### src/rtl/drs_defines.vh
// Register offsets, field positions and timing constants of the status flags
`ifndef DRS_DEFINES_VH
`define DRS_DEFINES_VH

// ----------------------------------------------------------------------
// Register offsets
// ----------------------------------------------------------------------
`define DRS_ADDR_ERR_STATUS   7'h14
`define DRS_ADDR_SLIP_STATUS  7'h15
`define DRS_ADDR_MASK1        7'h16
`define DRS_ADDR_MASK2        7'h17

// ----------------------------------------------------------------------
// Field positions of the error and slip status registers
// ----------------------------------------------------------------------
`define DRS_BIT_CS_CRC        7
`define DRS_BIT_PARITY        6
`define DRS_BIT_VALIDITY      5
`define DRS_BIT_BIPHASE       4
`define DRS_BIT_SUBCODE_CHG   3
`define DRS_BIT_UNLOCK        2
`define DRS_BIT_SUBCODE_CRC   1
`define DRS_BIT_XFER_DONE     0
`define DRS_BIT_OUT_SLIP      0

// ----------------------------------------------------------------------
// Reset values
// ----------------------------------------------------------------------
`define DRS_RST_ERR_STATUS    8'h00
`define DRS_RST_SLIP_STATUS   8'h00
`define DRS_RST_RDATA         8'h00

// ----------------------------------------------------------------------
// Slip window: tolerance in percent of one output word period
// ----------------------------------------------------------------------
`define DRS_SLIP_WINDOW_PCT   7'h05
`define DRS_PERCENT_FULL      7'h64

`endif

### src/rtl/drs_slip_detect.v
// Frame clock slip and repeat detector for one slave serial port
`timescale 1ns/1ps
`include "drs_defines.vh"

module drs_slip_detect #(
    parameter CNT_W = 16
) (
    input  wire             i_clk_sys,
    input  wire             i_rst_n,
    input  wire             i_word_strobe,
    input  wire             i_frame_clock,
    input  wire             i_active,
    output reg              o_slip
);

    reg  [CNT_W-1:0] phase_reg;
    reg  [CNT_W-1:0] period_reg;
    reg              fclk_d_reg;
    wire [CNT_W-1:0] win_w;
    wire             fclk_edge_w;
    wire             near_end_w;
    wire             near_start_w;
    wire [CNT_W+6:0] win_prod_w;
    wire [CNT_W+6:0] win_div_w;
    wire [CNT_W:0]   end_sum_w;

    // ------------------------------------------------------------------
    // Window width, 5 percent of the measured word period
    // ------------------------------------------------------------------
    assign win_prod_w = {7'h00, period_reg} * `DRS_SLIP_WINDOW_PCT;
    assign win_div_w = win_prod_w / `DRS_PERCENT_FULL;
    // Quotient is below the period, so the upper bits are always zero
    assign win_w = win_div_w[CNT_W-1:0];
    assign fclk_edge_w = i_frame_clock ^ fclk_d_reg;
    assign near_start_w = (phase_reg <= win_w);
    // One extra bit keeps a long period from wrapping the sum
    assign end_sum_w = {1'b0, phase_reg} + {1'b0, win_w};
    assign near_end_w = (end_sum_w >= {1'b0, period_reg});

    // Phase counter restarts at each receiver output word
    always @(posedge i_clk_sys) begin
        if (!i_rst_n) begin
            phase_reg  <= {CNT_W{1'b0}};
            period_reg <= {CNT_W{1'b0}};
            fclk_d_reg <= 1'b0;
            o_slip     <= 1'b0;
        end else begin
            fclk_d_reg <= i_frame_clock;
            if (i_word_strobe) begin
                period_reg <= phase_reg;
                phase_reg  <= {CNT_W{1'b0}};
            end else if (phase_reg != {CNT_W{1'b1}}) begin
                phase_reg <= phase_reg + 1'b1;
            end
            // Edge inside the window marks a possible slip or repeat
            o_slip <= i_active && fclk_edge_w &&
                      (period_reg != {CNT_W{1'b0}}) &&
                      (near_start_w || near_end_w);
        end
    end

endmodule

### src/rtl/drs_sticky_flag.v
// One status flag: sticky event or plain level, cleared on read
`timescale 1ns/1ps
`include "drs_defines.vh"

module drs_sticky_flag (
    input  wire             i_clk_sys,
    input  wire             i_rst_n,
    input  wire             i_sticky,
    input  wire             i_event,
    input  wire             i_clear,
    output reg              o_flag
);

    // Set wins over a clear arriving in the same cycle
    always @(posedge i_clk_sys) begin
        if (!i_rst_n) begin
            o_flag <= 1'b0;
        end else if (!i_sticky) begin
            o_flag <= i_event;
        end else if (i_event) begin
            o_flag <= 1'b1;
        end else if (i_clear) begin
            o_flag <= 1'b0;
        end
    end

endmodule

### src/rtl/drs_status_flags.v
// Receiver status flag registers with masked interrupt request
// Functional notes
// - Channel-status CRC flag is 1 on CRC error, else 0.
// - Parity and biphase flags are 1 on their error, else 0.
// - Validity flag reads 0 for valid audio, 1 for non-valid.
// - Sub-code change flag is 1 when Q-channel sub-code changes.
// - Lock loss flag is 0 when decoder and PLL locked, else 1.
// - Sub-code CRC flag is 1 on Q-channel CRC error, else 0.
// - Buffer transfer flag is 1 once buffer copy completes.
// - Output slip flag is 1 when output data slips or repeats.
// - Slip events only when receiver feeds a slave serial port.
// - With one receiver-fed port, slip flag reflects that port.
// - With both ports receiver-fed, slip flag follows port A only.
// - Frame clock edge within 5 percent window marks possible slip.
// - Slip interrupt only when unmasked in second mask register.
// - Error flag interrupts only when unmasked in first mask register.
`timescale 1ns/1ps
`include "drs_defines.vh"

module drs_status_flags #(
    parameter ADDR_W = 7,
    parameter CNT_W  = 16
) (
    input  wire              i_clk_sys,
    input  wire              i_rst_n,
    // Host register port
    input  wire [ADDR_W-1:0] i_addr,
    input  wire              i_rd_en,
    input  wire              i_wr_en,
    input  wire [7:0]        i_mask1,
    input  wire [7:0]        i_mask2,
    output reg  [7:0]        o_rdata,
    output reg               o_rvalid,
    // Receiver error sources
    input  wire              i_chan_stat_crc_err,
    input  wire              i_parity_err,
    input  wire              i_validity_flag,
    input  wire              i_biphase_err,
    input  wire              i_subcode_changed,
    input  wire              i_decoder_locked,
    input  wire              i_recovery_pll_locked,
    input  wire              i_subcode_crc_err,
    input  wire              i_rx_buffer_xfer_done,
    // Serial port routing and timing
    input  wire              i_rx_word_strobe,
    input  wire              i_port_a_from_rx,
    input  wire              i_port_a_slave,
    input  wire              i_port_a_frame_clock,
    input  wire              i_port_b_from_rx,
    input  wire              i_port_b_slave,
    input  wire              i_port_b_frame_clock,
    // Status outputs
    output reg  [7:0]        o_err_status,
    output reg               o_output_slip_err,
    output reg               o_irq
);

    // ------------------------------------------------------------------
    // Declarations
    // ------------------------------------------------------------------
    wire [7:0] raw_w;
    wire [7:0] sticky_w;
    wire [7:0] flag_w;
    wire       slip_a_w;
    wire       slip_b_w;
    wire       act_a_w;
    wire       act_b_w;
    wire       slip_evt_w;
    wire       slip_flag_w;
    wire       rd_err_w;
    wire       rd_slip_w;
    reg  [7:0] rdata_next;
    reg        irq_next;

    // ------------------------------------------------------------------
    // Raw condition vector in register bit order
    // ------------------------------------------------------------------
    assign raw_w[`DRS_BIT_CS_CRC]      = i_chan_stat_crc_err;
    assign raw_w[`DRS_BIT_PARITY]      = i_parity_err;
    assign raw_w[`DRS_BIT_VALIDITY]    = i_validity_flag;
    assign raw_w[`DRS_BIT_BIPHASE]     = i_biphase_err;
    assign raw_w[`DRS_BIT_SUBCODE_CHG] = i_subcode_changed;
    // Either loop out of lock counts as lost lock
    assign raw_w[`DRS_BIT_UNLOCK]      = ~(i_decoder_locked &
                                           i_recovery_pll_locked);
    assign raw_w[`DRS_BIT_SUBCODE_CRC] = i_subcode_crc_err;
    assign raw_w[`DRS_BIT_XFER_DONE]   = i_rx_buffer_xfer_done;

    // Change and transfer events are one-shot, so they are held until
    // read; the error levels track their source directly.
    assign sticky_w = 8'h09;

    assign rd_err_w  = i_rd_en && (i_addr == `DRS_ADDR_ERR_STATUS);
    assign rd_slip_w = i_rd_en && (i_addr == `DRS_ADDR_SLIP_STATUS);

    // ------------------------------------------------------------------
    // Per-bit flag cells
    // ------------------------------------------------------------------
    genvar gi;
    generate
        for (gi = 0; gi < 8; gi = gi + 1) begin : g_flag
            drs_sticky_flag u_flag (
                .i_clk_sys (i_clk_sys),
                .i_rst_n   (i_rst_n),
                .i_sticky  (sticky_w[gi]),
                .i_event   (raw_w[gi]),
                .i_clear   (rd_err_w),
                .o_flag    (flag_w[gi])
            );
        end
    endgenerate

    // ------------------------------------------------------------------
    // Slip detection per port, gated by routing and slave mode
    // ------------------------------------------------------------------
    assign act_a_w = i_port_a_from_rx && i_port_a_slave;
    // Port B is ignored whenever port A also takes receiver data
    assign act_b_w = i_port_b_from_rx && i_port_b_slave &&
                     !i_port_a_from_rx;

    drs_slip_detect #(
        .CNT_W (CNT_W)
    ) u_slip_a (
        .i_clk_sys     (i_clk_sys),
        .i_rst_n       (i_rst_n),
        .i_word_strobe (i_rx_word_strobe),
        .i_frame_clock (i_port_a_frame_clock),
        .i_active      (act_a_w),
        .o_slip        (slip_a_w)
    );

    drs_slip_detect #(
        .CNT_W (CNT_W)
    ) u_slip_b (
        .i_clk_sys     (i_clk_sys),
        .i_rst_n       (i_rst_n),
        .i_word_strobe (i_rx_word_strobe),
        .i_frame_clock (i_port_b_frame_clock),
        .i_active      (act_b_w),
        .o_slip        (slip_b_w)
    );

    // Only the selected port can feed the flag
    assign slip_evt_w = slip_a_w | slip_b_w;

    drs_sticky_flag u_slip_flag (
        .i_clk_sys (i_clk_sys),
        .i_rst_n   (i_rst_n),
        .i_sticky  (1'b1),
        .i_event   (slip_evt_w),
        .i_clear   (rd_slip_w),
        .o_flag    (slip_flag_w)
    );

    // ------------------------------------------------------------------
    // Read mux; writes never reach the status bits
    // ------------------------------------------------------------------
    always @* begin
        rdata_next = `DRS_RST_RDATA;
        if (i_addr == `DRS_ADDR_ERR_STATUS) begin
            rdata_next = flag_w;
        end else if (i_addr == `DRS_ADDR_SLIP_STATUS) begin
            rdata_next = {7'h00, slip_flag_w};
        end
    end

    // Interrupt request from unmasked flags only
    always @* begin
        irq_next = |(flag_w & i_mask1);
        irq_next = irq_next |
                   (slip_flag_w & i_mask2[`DRS_BIT_OUT_SLIP]);
    end

    // ------------------------------------------------------------------
    // Registered outputs
    // ------------------------------------------------------------------
    always @(posedge i_clk_sys) begin
        if (!i_rst_n) begin
            o_rdata           <= `DRS_RST_RDATA;
            o_rvalid          <= 1'b0;
            o_err_status      <= `DRS_RST_ERR_STATUS;
            o_output_slip_err <= 1'b0;
            o_irq             <= 1'b0;
        end else begin
            // Write strobe during a read suppresses the read valid strobe
            o_rvalid          <= i_rd_en && !i_wr_en;
            if (i_rd_en) begin
                o_rdata <= rdata_next;
            end
            o_err_status      <= flag_w;
            o_output_slip_err <= slip_flag_w;
            o_irq             <= irq_next;
        end
    end

endmodule

### config.mk
export PLATFORM = sky130hd
export DESIGN_NAME = drs_status_flags
export DESIGN_NICKNAME = d
export VERILOG_FILES = /design/src/rtl/drs_slip_detect.v /design/src/rtl/drs_sticky_flag.v /design/src/rtl/drs_status_flags.v
export VERILOG_INCLUDE_DIRS = /design/src /design/src/rtl
export SDC_FILE = /design/constraint.sdc
export NUM_CORES = 1
export LEC_CHECK = 0
export ABC_AREA = 1
export ABC_CLOCK_PERIOD_IN_PS = 9700
export BUFFER_PORTS_ARGS = -buffer_cell sky130_fd_sc_hd__buf_2
export CAP_MARGIN = 20
export CELL_PAD_IN_SITES_DETAIL_PLACEMENT = 2
export CELL_PAD_IN_SITES_GLOBAL_PLACEMENT = 2
export CORE_UTILIZATION = 32
export DETAILED_ROUTE_END_ITERATION = 8
export PLACE_DENSITY = 0.85
export SLEW_MARGIN = 20
export SYNTH_ARGS = -nofsm -noshare
export SYNTH_HDL_FRONTEND = slang
export SYNTH_SLANG_ARGS = --single-unit
### constraint.sdc
create_clock -name i_clk_sys -period 9.7 [get_ports i_clk_sys]
set_input_delay 0.485 -clock i_clk_sys [delete_from_list [all_inputs] [get_ports i_clk_sys]]
set_output_delay 0.485 -clock i_clk_sys [all_outputs]
set_load 0.02 [all_outputs]
==> flow_metrics.tcl, run 1 <==
set metrics [dict create \
    tool.error "[ERROR GRT-0116] Global routing finished with congestion. Check the congestion regions in the DRC Viewer." \
    yosys.area.top_type "dfxtp_1" \
    grt_util_all_layers 0.5386 \
    syn_area_mm2 0.01241 \
    numPortBuffers 54 \
    cts_hold_buffers 0 \
    synthFlopType "dfxtp_1" \
    numCtsBuffers 9 \
    synth_area_leaders "dfxtp_1, ha_1, nand2_1" \
    run_status "did not finish" \
    die_x_um 198.9 \
    grt_first_pass_wirelength_um 154400 \
    htreeDepth 3 \
    ys_seq_area_frac 0.1549 \
    synth_edf_count 0 \
    start_util 0.3271 \
    hpwlAfterDp_um 52420 \
    io_pins 62 \
    gp_routability_congestion 0.8339 \
    async_flop_share 0 \
    avgSynthCellArea_um2 6.387 \
    cts_root_buffer "clkbuf_16" \
    dpl_worst_slack_ps -2375 \
    syn_inst 1943 \
    yosysWarningCount 0 \
    die_y_um 198.9 \
    clock-sinks 96 \
    ys_ff_latch 96 \
    synth_top_area_share 0.1549 \
    stop_stage "5_1_grt" \
    syn_nets 2136 \
    yosys.cell_types.count 53 \
    cts.path.max_buffers 2 \
    grt_overflow 36 \
    grt_pass1_vias 21973 \
    grt_max_degree 61 \
    rows 71 \
    placed_cell_area_mm2 0.01546 \
]
stage by stage:
stage          instances  hold WS (ps)
2_1_floorplan       1943         424.4
3_5_place_dp        2781         467.4
4_1_cts             2871         284.7
3_3_place_gp        2781         450.4
per-layer routing:
metal,GRT overflow,global-route usage
met4,18,0.5732
met1,0,0.4693
met3,1,0.2867
met2,17,0.8506
met5,0,0.06003
Yosys cell counts (all sizes together) (2+ instances only):
library cell and number:
fa 4, a31o 2, nand2 598, o2111ai 2, ha 146, o211ai 3
a31oi 4, a211oi 4, clkinv 12, nor4 20, xor2 40, dfxtp 96
nand3 172, nand3b 5, or2 2, xnor2 13, o21ai 94, a221oi 2
o21a 2, a21o 2, o311ai 3, inv 348, nor3 24, clkbuf 19
nor2 117, and3 2, nand4 57, o21bai 18, a21oi 122, a21boi 2
what timing repair did:
action	4_1_cts
setup buffers	75
endpoints found under the setup margin	2
endpoints found under the hold margin	0
resized for setup	354
pin swaps	182
cells by family after synthesis:
group,after synthesis,share of synthesized area
buf+inv,380,0.1152
xor+xnor,53,0.03741
simple gates,998,0.4194
fa+ha+maj,150,0.1537
flops,96,0.1549
compound gates,266,0.1194
==> run 2: changes to the inputs <==
--- a/config.mk
+++ b/config.mk
@@ -7,14 +7,12 @@
 export NUM_CORES = 1
 export LEC_CHECK = 0
 export ABC_AREA = 1
-export ABC_CLOCK_PERIOD_IN_PS = 9700
+export ABC_CLOCK_PERIOD_IN_PS = 12600
 export BUFFER_PORTS_ARGS = -buffer_cell sky130_fd_sc_hd__buf_2
 export CAP_MARGIN = 20
-export CELL_PAD_IN_SITES_DETAIL_PLACEMENT = 2
-export CELL_PAD_IN_SITES_GLOBAL_PLACEMENT = 2
-export CORE_UTILIZATION = 32
+export CORE_UTILIZATION = 40
 export DETAILED_ROUTE_END_ITERATION = 8
-export PLACE_DENSITY = 0.85
+export PLACE_DENSITY_LB_ADDON = 0.15
 export SLEW_MARGIN = 20
 export SYNTH_ARGS = -nofsm -noshare
 export SYNTH_HDL_FRONTEND = slang
==> constraint.sdc (replaced) <==
create_clock -name i_clk_sys -period 12.6 [get_ports i_clk_sys]
set_input_delay 0.63 -clock i_clk_sys [delete_from_list [all_inputs] [get_ports i_clk_sys]]
set_output_delay 0.63 -clock i_clk_sys [all_outputs]
set_load 0.02 [all_outputs]
==> run 2 against run 1 <==
Effect of this change:
- the flow now finishes without violations
- synthesized cell count unchanged
- synthesized area unchanged
==> flow_metrics.tcl, run 2 <==
set metrics [dict create \
    run_status "complete, no violations" \
    timing.setup.tns_ps 0 \
    cts_resized 0 \
    clkLatencyLatePin_ps 350 \
    crit_path_end_kind "flop" \
    htreeDepth 3 \
    gp_routability_congestion 0.8382 \
    yosys.area.top_type "dfxtp_1" \
    syn_inst 1943 \
    rsz0062_at_grt "no" \
    start_kind "flop" \
    ys_seq_area_frac 0.1549 \
    num-fill-cells 3316 \
    grt_util_all_layers 0.1905 \
    worst_slack_ps 1460 \
    synth_area_leaders "dfxtp_1, ha_1, nand2_1" \
    synth_edf_count 0 \
    start_util 0.4057 \
    wl_um 29500 \
    cp.required_ps 12850 \
    synth_top_area_share 0.1549 \
    hold_class "input pin to flop" \
    rows 64 \
    multi_input_comb_area_mm2 0.009057 \
    cts_tree "yes" \
    cts_hold_buffers 0 \
    crit_fanout 8 \
    setup_viol 0 \
    cts.path.max_buffers 2 \
    seq_area_mm2 0.001922 \
    finClkSkew_ps 12.64 \
    ys_ff_latch 96 \
    path_common_cell "nand2_2" \
    grt_overflow 0 \
    cp.depth 84 \
    worstRegToRegCells 84 \
    yosysWarningCount 0 \
    avgSynthCellArea_um2 6.387 \
    dp_cells 2375 \
    vias_per_cell 4.978 \
    num_vias 11903 \
    syn2layout_area_growth_pct 8.056 \
    cts_root_buffer "clkbuf_16" \
    die_area_mm2 0.03173 \
    drt_iter0_markers 430 \
    antenna_found_initial 0 \
    wl_per_cell_um 12.34 \
    fmax_mhz 89.77 \
    crit_family "simple AND/OR/NAND/NOR gates" \
    ant_nets 0 \
    syn_area_mm2 0.01241 \
    fin_crit_sh 0.8841 \
    holdPathStages 2 \
    synthFlopType "dfxtp_1" \
    drc 0 \
    io_pins 62 \
    worstSetupPathType "flop to flop" \
    core_area_mm2 0.03059 \
    grt_max_degree 61 \
    cp_slowest_cell "fa_1" \
    final_net_count 2183 \
    final_common_cell "nand2_1" \
    cpPeakStageDelay_ps 410 \
    hpwlAfterDp_um 24720 \
    fin_cells 2391 \
    postCtsSetupRepairBufs 0 \
    path_buf_inv 5 \
    yosys-top-cells-count "nand2_1, inv_1, nand3_1" \
    numPortBuffers 54 \
    numCtsBuffers 9 \
    drv_cap 0 \
    relSlewSlack 0.3310 \
    dr.pass1.iters 5 \
    yosys.cell_types.count 53 \
    grt_first_pass_wirelength_um 50250 \
    final_cell_mix "nand2_1, inv_1, nand3_1" \
    async_flop_share 0 \
    clk_pin_slew_ps 80 \
    grt_pass1_vias 11391 \
    finalHoldViolCount 0 \
    drive_above_1_share 0.1649 \
    worstMarginPinSlew_ps 1004 \
    diodes 0 \
    die_x_um 178.1 \
    clock-sinks 96 \
    cp.arrival_ps 11390 \
    dpl_worst_slack_ps 1377 \
    die_y_um 178.1 \
    yosys.cell_count.top_type "nand2_1" \
    period_needed_ps 11140 \
    utilization 0.4384 \
    syn_nets 2136 \
    slew_viol_final 0 \
]
==> run 2: cell counts after synthesis <==
Identical to the previous run, type by type.
==> run 2: kinds of logic (layout without fill, tap and decap cells) <==
kind of cell,Yosys count,after routing,share of synthesized area
AND/OR/NAND/NOR,998,998,0.4194
buffers and inverters,380,432,0.1152
AO/OA/AOI/OAI,266,266,0.1194
adder cells (fa/ha/maj),150,150,0.1537
flip-flops,96,96,0.1549
XOR/XNOR,53,53,0.03741
==> run 2: final timing paths <==
kind,slack (ps),endpoint,startpoint
worst max-delay path,1460,u_slip_a.o_slip,u_slip_a.period_reg[3]
worst min-delay path,440,o_rvalid,i_wr_en
worst max register to register,1460,u_slip_a.o_slip,u_slip_a.period_reg[3]
worst min register to register,450,o_err_status[5],g_flag[5].u_flag.o_flag
==> run 2: per-stage QoR <==
stage | area (um2) | hold WS, ps
6_report | 13410 | 441.7
3_5_place_dp | 13120 | 453.0
2_1_floorplan | 12410 | 424.4
4_1_cts | 13410 | 427.7
3_3_place_gp | 13120 | 451.4
5_1_grt | 13410 | 433.1
==> run 2: area by class of cell <==
class / count / area share
multi-input combinational: 1467 / 0.6755
tap: 396 / 0.03695
sequential: 96 / 0.1433
clock inverter: 7 / 0.005132
clock buffer: 9 / 0.01680
inverter: 360 / 0.1011
timing repair buffer: 56 / 0.02127
==> run 2: per-layer routing <==
layer | track usage | vias to the layer above | share of wire
li1 | - | 6419 | -
met1 | 0.2209 | 5339 | 0.45
met2 | 0.3703 | 105 | 0.51
met3 | 0.01108 | 40 | 0.014
met4 | 0.05449 | 0 | 0.023
met5 | 0 | - | 0
Power of run 2 is left out: the tool's default activity adds up to more than one toggle a clock period on the data nets, which glitch-free logic cannot reach.
==> run 3: changes to the inputs <==
--- a/config.mk
+++ b/config.mk
@@ -10,6 +10,7 @@
 export ABC_CLOCK_PERIOD_IN_PS = 12600
 export BUFFER_PORTS_ARGS = -buffer_cell sky130_fd_sc_hd__buf_2
 export CAP_MARGIN = 20
+export CORE_ASPECT_RATIO = 1.75
 export CORE_UTILIZATION = 40
 export DETAILED_ROUTE_END_ITERATION = 8
 export PLACE_DENSITY_LB_ADDON = 0.15
==> constraint.sdc (replaced) <==
create_clock -name i_clk_sys -period 12.6 [get_ports i_clk_sys]
set_input_delay 1.26 -clock i_clk_sys [delete_from_list [all_inputs] [get_ports i_clk_sys]]
set_output_delay 1.26 -clock i_clk_sys [all_outputs]
set_load 0.02 [all_outputs]
==> run 3 against run 2 <==
Effect of this change:
- worst setup slack got worse by 250 ps
- wire length is 9.6% higher
- sequential cell count is the same
- highest routed layer unchanged
- first-iteration DRC count decreased by 29%
- cell area increased by 0.26%
- die area about the same
- critical path depth unchanged
- sequential share of layout area barely moved
- core utilization grew 0.057 points
==> flow_metrics.tcl, run 3 (synthesized netlist as in run 2, its figures left out) <==
set metrics [dict create \
    run_status "complete, no violations" \
    cts.path.max_buffers 2 \
    syn2layout_area_growth_pct 8.338 \
    grt_overflow 0 \
    multi_input_comb_area_mm2 0.009061 \
    dr.pass1.iters 4 \
    hpwlAfterDp_um 27530 \
    timing.setup.tns_ps 0 \
    cts_tree "yes" \
    dp_cells 2370 \
    grt_util_all_layers 0.2067 \
    die_area_mm2 0.03176 \
    crit_family "simple AND/OR/NAND/NOR gates" \
    fin_cells 2384 \
    final_net_count 2183 \
    clkLatencyLatePin_ps 340 \
    relSlewSlack 0.4085 \
    hold_class "flop to flop" \
    crit_path_end_kind "flop" \
    vias_per_cell 5.072 \
    dpl_worst_slack_ps 1025 \
    start_util 0.4051 \
    wl_per_cell_um 13.56 \
    io_pins 62 \
    numCtsBuffers 9 \
    drt_iter0_markers 307 \
    setup_viol 0 \
    fin_crit_sh 0.9042 \
    start_kind "flop" \
    final_common_cell "nand2_1" \
    finalHoldViolCount 0 \
    numPortBuffers 54 \
    drive_above_1_share 0.1646 \
    cpPeakStageDelay_ps 410 \
    clk_pin_slew_ps 70 \
    die_x_um 135.1 \
    core_area_mm2 0.03063 \
    drv_cap 0 \
    cp.arrival_ps 11630 \
    drc 0 \
    path_buf_inv 5 \
    grt_max_degree 61 \
    fmax_mhz 87.77 \
    cp.required_ps 12840 \
    crit_fanout 8 \
    ant_nets 0 \
    seq_area_mm2 0.001922 \
    period_needed_ps 11390 \
    grt_pass1_vias 12023 \
    cp_slowest_cell "fa_1" \
    num-fill-cells 3342 \
    diodes 0 \
    wl_um 32340 \
    rsz0062_at_grt "no" \
    cts_root_buffer "clkbuf_16" \
    clock-sinks 96 \
    finClkSkew_ps 5.232 \
    worstMarginPinSlew_ps 879.2 \
    slew_viol_final 0 \
    path_common_cell "nand2_2" \
    antenna_found_initial 0 \
    htreeDepth 3 \
    gp_routability_congestion 0.8839 \
    rows 85 \
    grt_first_pass_wirelength_um 53220 \
    num_vias 12091 \
    worst_slack_ps 1207 \
    die_y_um 235.0 \
    worstSetupPathType "flop to flop" \
    final_cell_mix "nand2_1, inv_1, nand3_1" \
]
## run 3: repair_timing
item,in CTS,in global routing
gates resized for setup,0,1
hold buffers,0,0
setup endpoints to repair,0,1
setup buffers,0,0
## run 3: worst min-delay path, cell delays in order, from the launching register on
cell and delay, ps:
dfxtp_1 310, nand2_1 70, inv_1 40
## run 3: per-stage QoR
step / util / cell area, um2 / hold WS [ps]
after floorplan: - / 12410 / 424.4
after global placement: 0.4280 / 13110 / 449.5
after detailed placement: 0.4280 / 13110 / 449.1
after CTS: 0.4388 / 13440 / 463.6
after global routing: 0.4389 / 13440 / 492.0
final: 0.4389 / 13440 / 461.0
## run 3: metal layers
| metal | vias up | GRT usage | part of all wire |
|---|---|---|---|
| met3 | 55 | 0.009709 | 0.0066 |
| met1 | 5557 | 0.1820 | 0.35 |
| met4 | 0 | 0.08035 | 0.034 |
| li1 | 6388 | - | - |
| met2 | 91 | 0.4553 | 0.60 |
| met5 | - | 0 | 0 |
## run 3: path summary, 6_finish.rpt
path	start	to	slack [ps]	depth (start not counted)
max reg2reg	u_slip_a.period_reg[3]	u_slip_a.o_slip	1210	84
min	g_flag[4].u_flag.o_flag	o_err_status[4]	460	2
max	u_slip_a.period_reg[3]	u_slip_a.o_slip	1210	84
min reg2reg	g_flag[4].u_flag.o_flag	o_err_status[4]	460	2
## run 3: area by class of cell
cell class / count / area share
clock buffers: 9 / 0.01675
flip-flops and latches: 96 / 0.1430
multi-input cells: 1467 / 0.6740
inverters: 360 / 0.1008
well taps: 391 / 0.03639
clock inverters: 5 / 0.007911
repair buffers: 56 / 0.02122
Power of run 3 is left out for the same reason.
==> run 4: changes to the inputs <==
--- a/config.mk
+++ b/config.mk
@@ -7,7 +7,7 @@
 export NUM_CORES = 1
 export LEC_CHECK = 0
 export ABC_AREA = 1
-export ABC_CLOCK_PERIOD_IN_PS = 12600
+export ABC_CLOCK_PERIOD_IN_PS = 14450
 export BUFFER_PORTS_ARGS = -buffer_cell sky130_fd_sc_hd__buf_2
 export CAP_MARGIN = 20
 export CORE_ASPECT_RATIO = 1.75
==> constraint.sdc (replaced) <==
create_clock -name i_clk_sys -period 14.45 [get_ports i_clk_sys]
set_input_delay 1.445 -clock i_clk_sys [delete_from_list [all_inputs] [get_ports i_clk_sys]]
set_output_delay 1.445 -clock i_clk_sys [all_outputs]
set_load 0.02 [all_outputs]
==> run 4 against run 3 <==
Effect of this change:
- via count fell by 0.39%
- critical endpoint unchanged
- critical path depth did not move
- cell area fell by 0.28%
- critical path type unchanged
- wire length rose by 0.11%
- final cell count barely moved
- register-to-register slack improved by 1700 ps
- sequential cell count did not move
- core utilization fell by 0.12 points
- maximum frequency fell by 1.0%
- worst setup slack improved by 1700 ps
- non-clock buffer count did not move
- die area did not move
==> flow_metrics.tcl, run 4 (synthesized netlist as in run 2, its figures left out) <==
set metrics [dict create \
    run_status "complete, no violations" \
    slew_viol_final 0 \
    die_area_mm2 0.03176 \
    grt_first_pass_wirelength_um 53950 \
    rsz0062_at_grt "no" \
    period_needed_ps 11510 \
    fin_crit_sh 0.7966 \
    drive_above_1_share 0.1640 \
    numCtsBuffers 9 \
    worst_hold_slack_ps 459.1 \
    wl_um 32370 \
    diodes 0 \
    stdcell_area_mm2 0.01341 \
    postCtsSetupRepairBufs 0 \
    ant_nets 0 \
    dr.pass1.iters 4 \
    rr_startpoint "u_slip_a.period_reg[3]" \
    rows 85 \
    die_y_um 235.0 \
    crit_fanout 8 \
    final_common_cell "nand2_1" \
    cts.path.max_buffers 2 \
    utilization 0.4377 \
    timing.setup.tns_ps 0 \
    fmax_mhz 86.88 \
    holdPathStages 2 \
    final_cell_mix "nand2_1, inv_1, nand3_1" \
    grt_util_all_layers 0.2087 \
    crit_path_start "u_slip_a.period_reg[3]" \
    io_pins 62 \
    gp_routability_congestion 0.8933 \
    drc 0 \
    path_common_cell "nand2_4" \
    cts_resized 0 \
    cpPeakStageDelay_ps 410 \
    worstSetupPathType "flop to flop" \
    clk_pin_slew_ps 70 \
    setup_viol 0 \
    hold_class "flop to flop" \
    clock-sinks 96 \
    worstMarginPinSlew_ps 841.6 \
    wl_per_cell_um 13.57 \
    reg2reg_to "u_slip_a.o_slip" \
    cp.required_ps 14680 \
    min_from "g_flag[7].u_flag.o_flag" \
    reg2reg_setup_slack_ps 2940 \
    cts_root_buffer "clkbuf_16" \
    grt_overflow 0 \
    cts_tree "yes" \
    htreeDepth 3 \
    core_area_mm2 0.03063 \
    clkLatencyLatePin_ps 340 \
    final_net_count 2183 \
    worstRegToRegCells 84 \
    relSlewSlack 0.4337 \
    die_x_um 135.1 \
    cts_hold_buffers 0 \
    drv_cap 0 \
    placed_cell_area_mm2 0.01311 \
    finClkSkew_ps 4.866 \
    grt_max_degree 61 \
    finalHoldViolCount 0 \
    crit_path_end_kind "flop" \
    num_vias 12044 \
    grt_pass1_vias 12092 \
    syn2layout_area_growth_pct 8.036 \
    start_util 0.4051 \
    whs_endpoint "o_err_status[7]" \
    cp_slowest_cell "fa_1" \
    numPortBuffers 54 \
    antenna_found_initial 0 \
    drt_iter0_markers 315 \
    vias_per_cell 5.050 \
    hpwlAfterDp_um 27600 \
    start_kind "flop" \
    cp.arrival_ps 11740 \
]
-- run 4: per-stage QoR --
step	instances	setup slack, ps
after global placement	2370	3090
after CTS	2385	2867
after global routing	2385	1897
final	2385	2939
after detailed placement	2370	2927
after floorplan	1943	5021
-- run 4: layout make-up --
cell class,count,area (um2)
clock buffers,11,242.7
clock inverters,4,55.05
fillers,3360,17220
inverters,360,1355
multi-input cells,1467,9057
flip-flops and latches,96,1922
well taps,391,489.2
repair buffers,56,285.3
-- run 4: routing by layer --
layer / global-route usage / up-vias / share of wire
li1: - / 6389 / -
met1: 0.1847 / 5500 / 0.36
met2: 0.4603 / 97 / 0.60
met3: 0.008846 / 58 / 0.0064
met4: 0.07967 / 0 / 0.033
met5: 0 / - / 0
-- run 4: worst max-delay path: cells and delay by family (launching register included) --
kind | cells | cell delay (ps)
simple gates | 60 | 6750
compound gates | 12 | 2200
fa+ha+maj | 6 | 1570
flops | 1 | 370
buf+inv | 5 | 360
xor+xnor | 1 | 150
-- run 4: worst max path at each step --
stage | slack (ps) | endpoint | cells past startpoint
final | 2940 | u_slip_a.o_slip | 84
after global routing | 1900 | u_slip_a.o_slip | 84
after CTS | 2870 | u_slip_a.o_slip | 84
after detailed placement | 2930 | u_slip_a.o_slip | 84
after global placement | 3090 | u_slip_a.o_slip | 84
after floorplan | 5020 | u_slip_a.o_slip | 86
Power of run 4 is left out for the same reason.
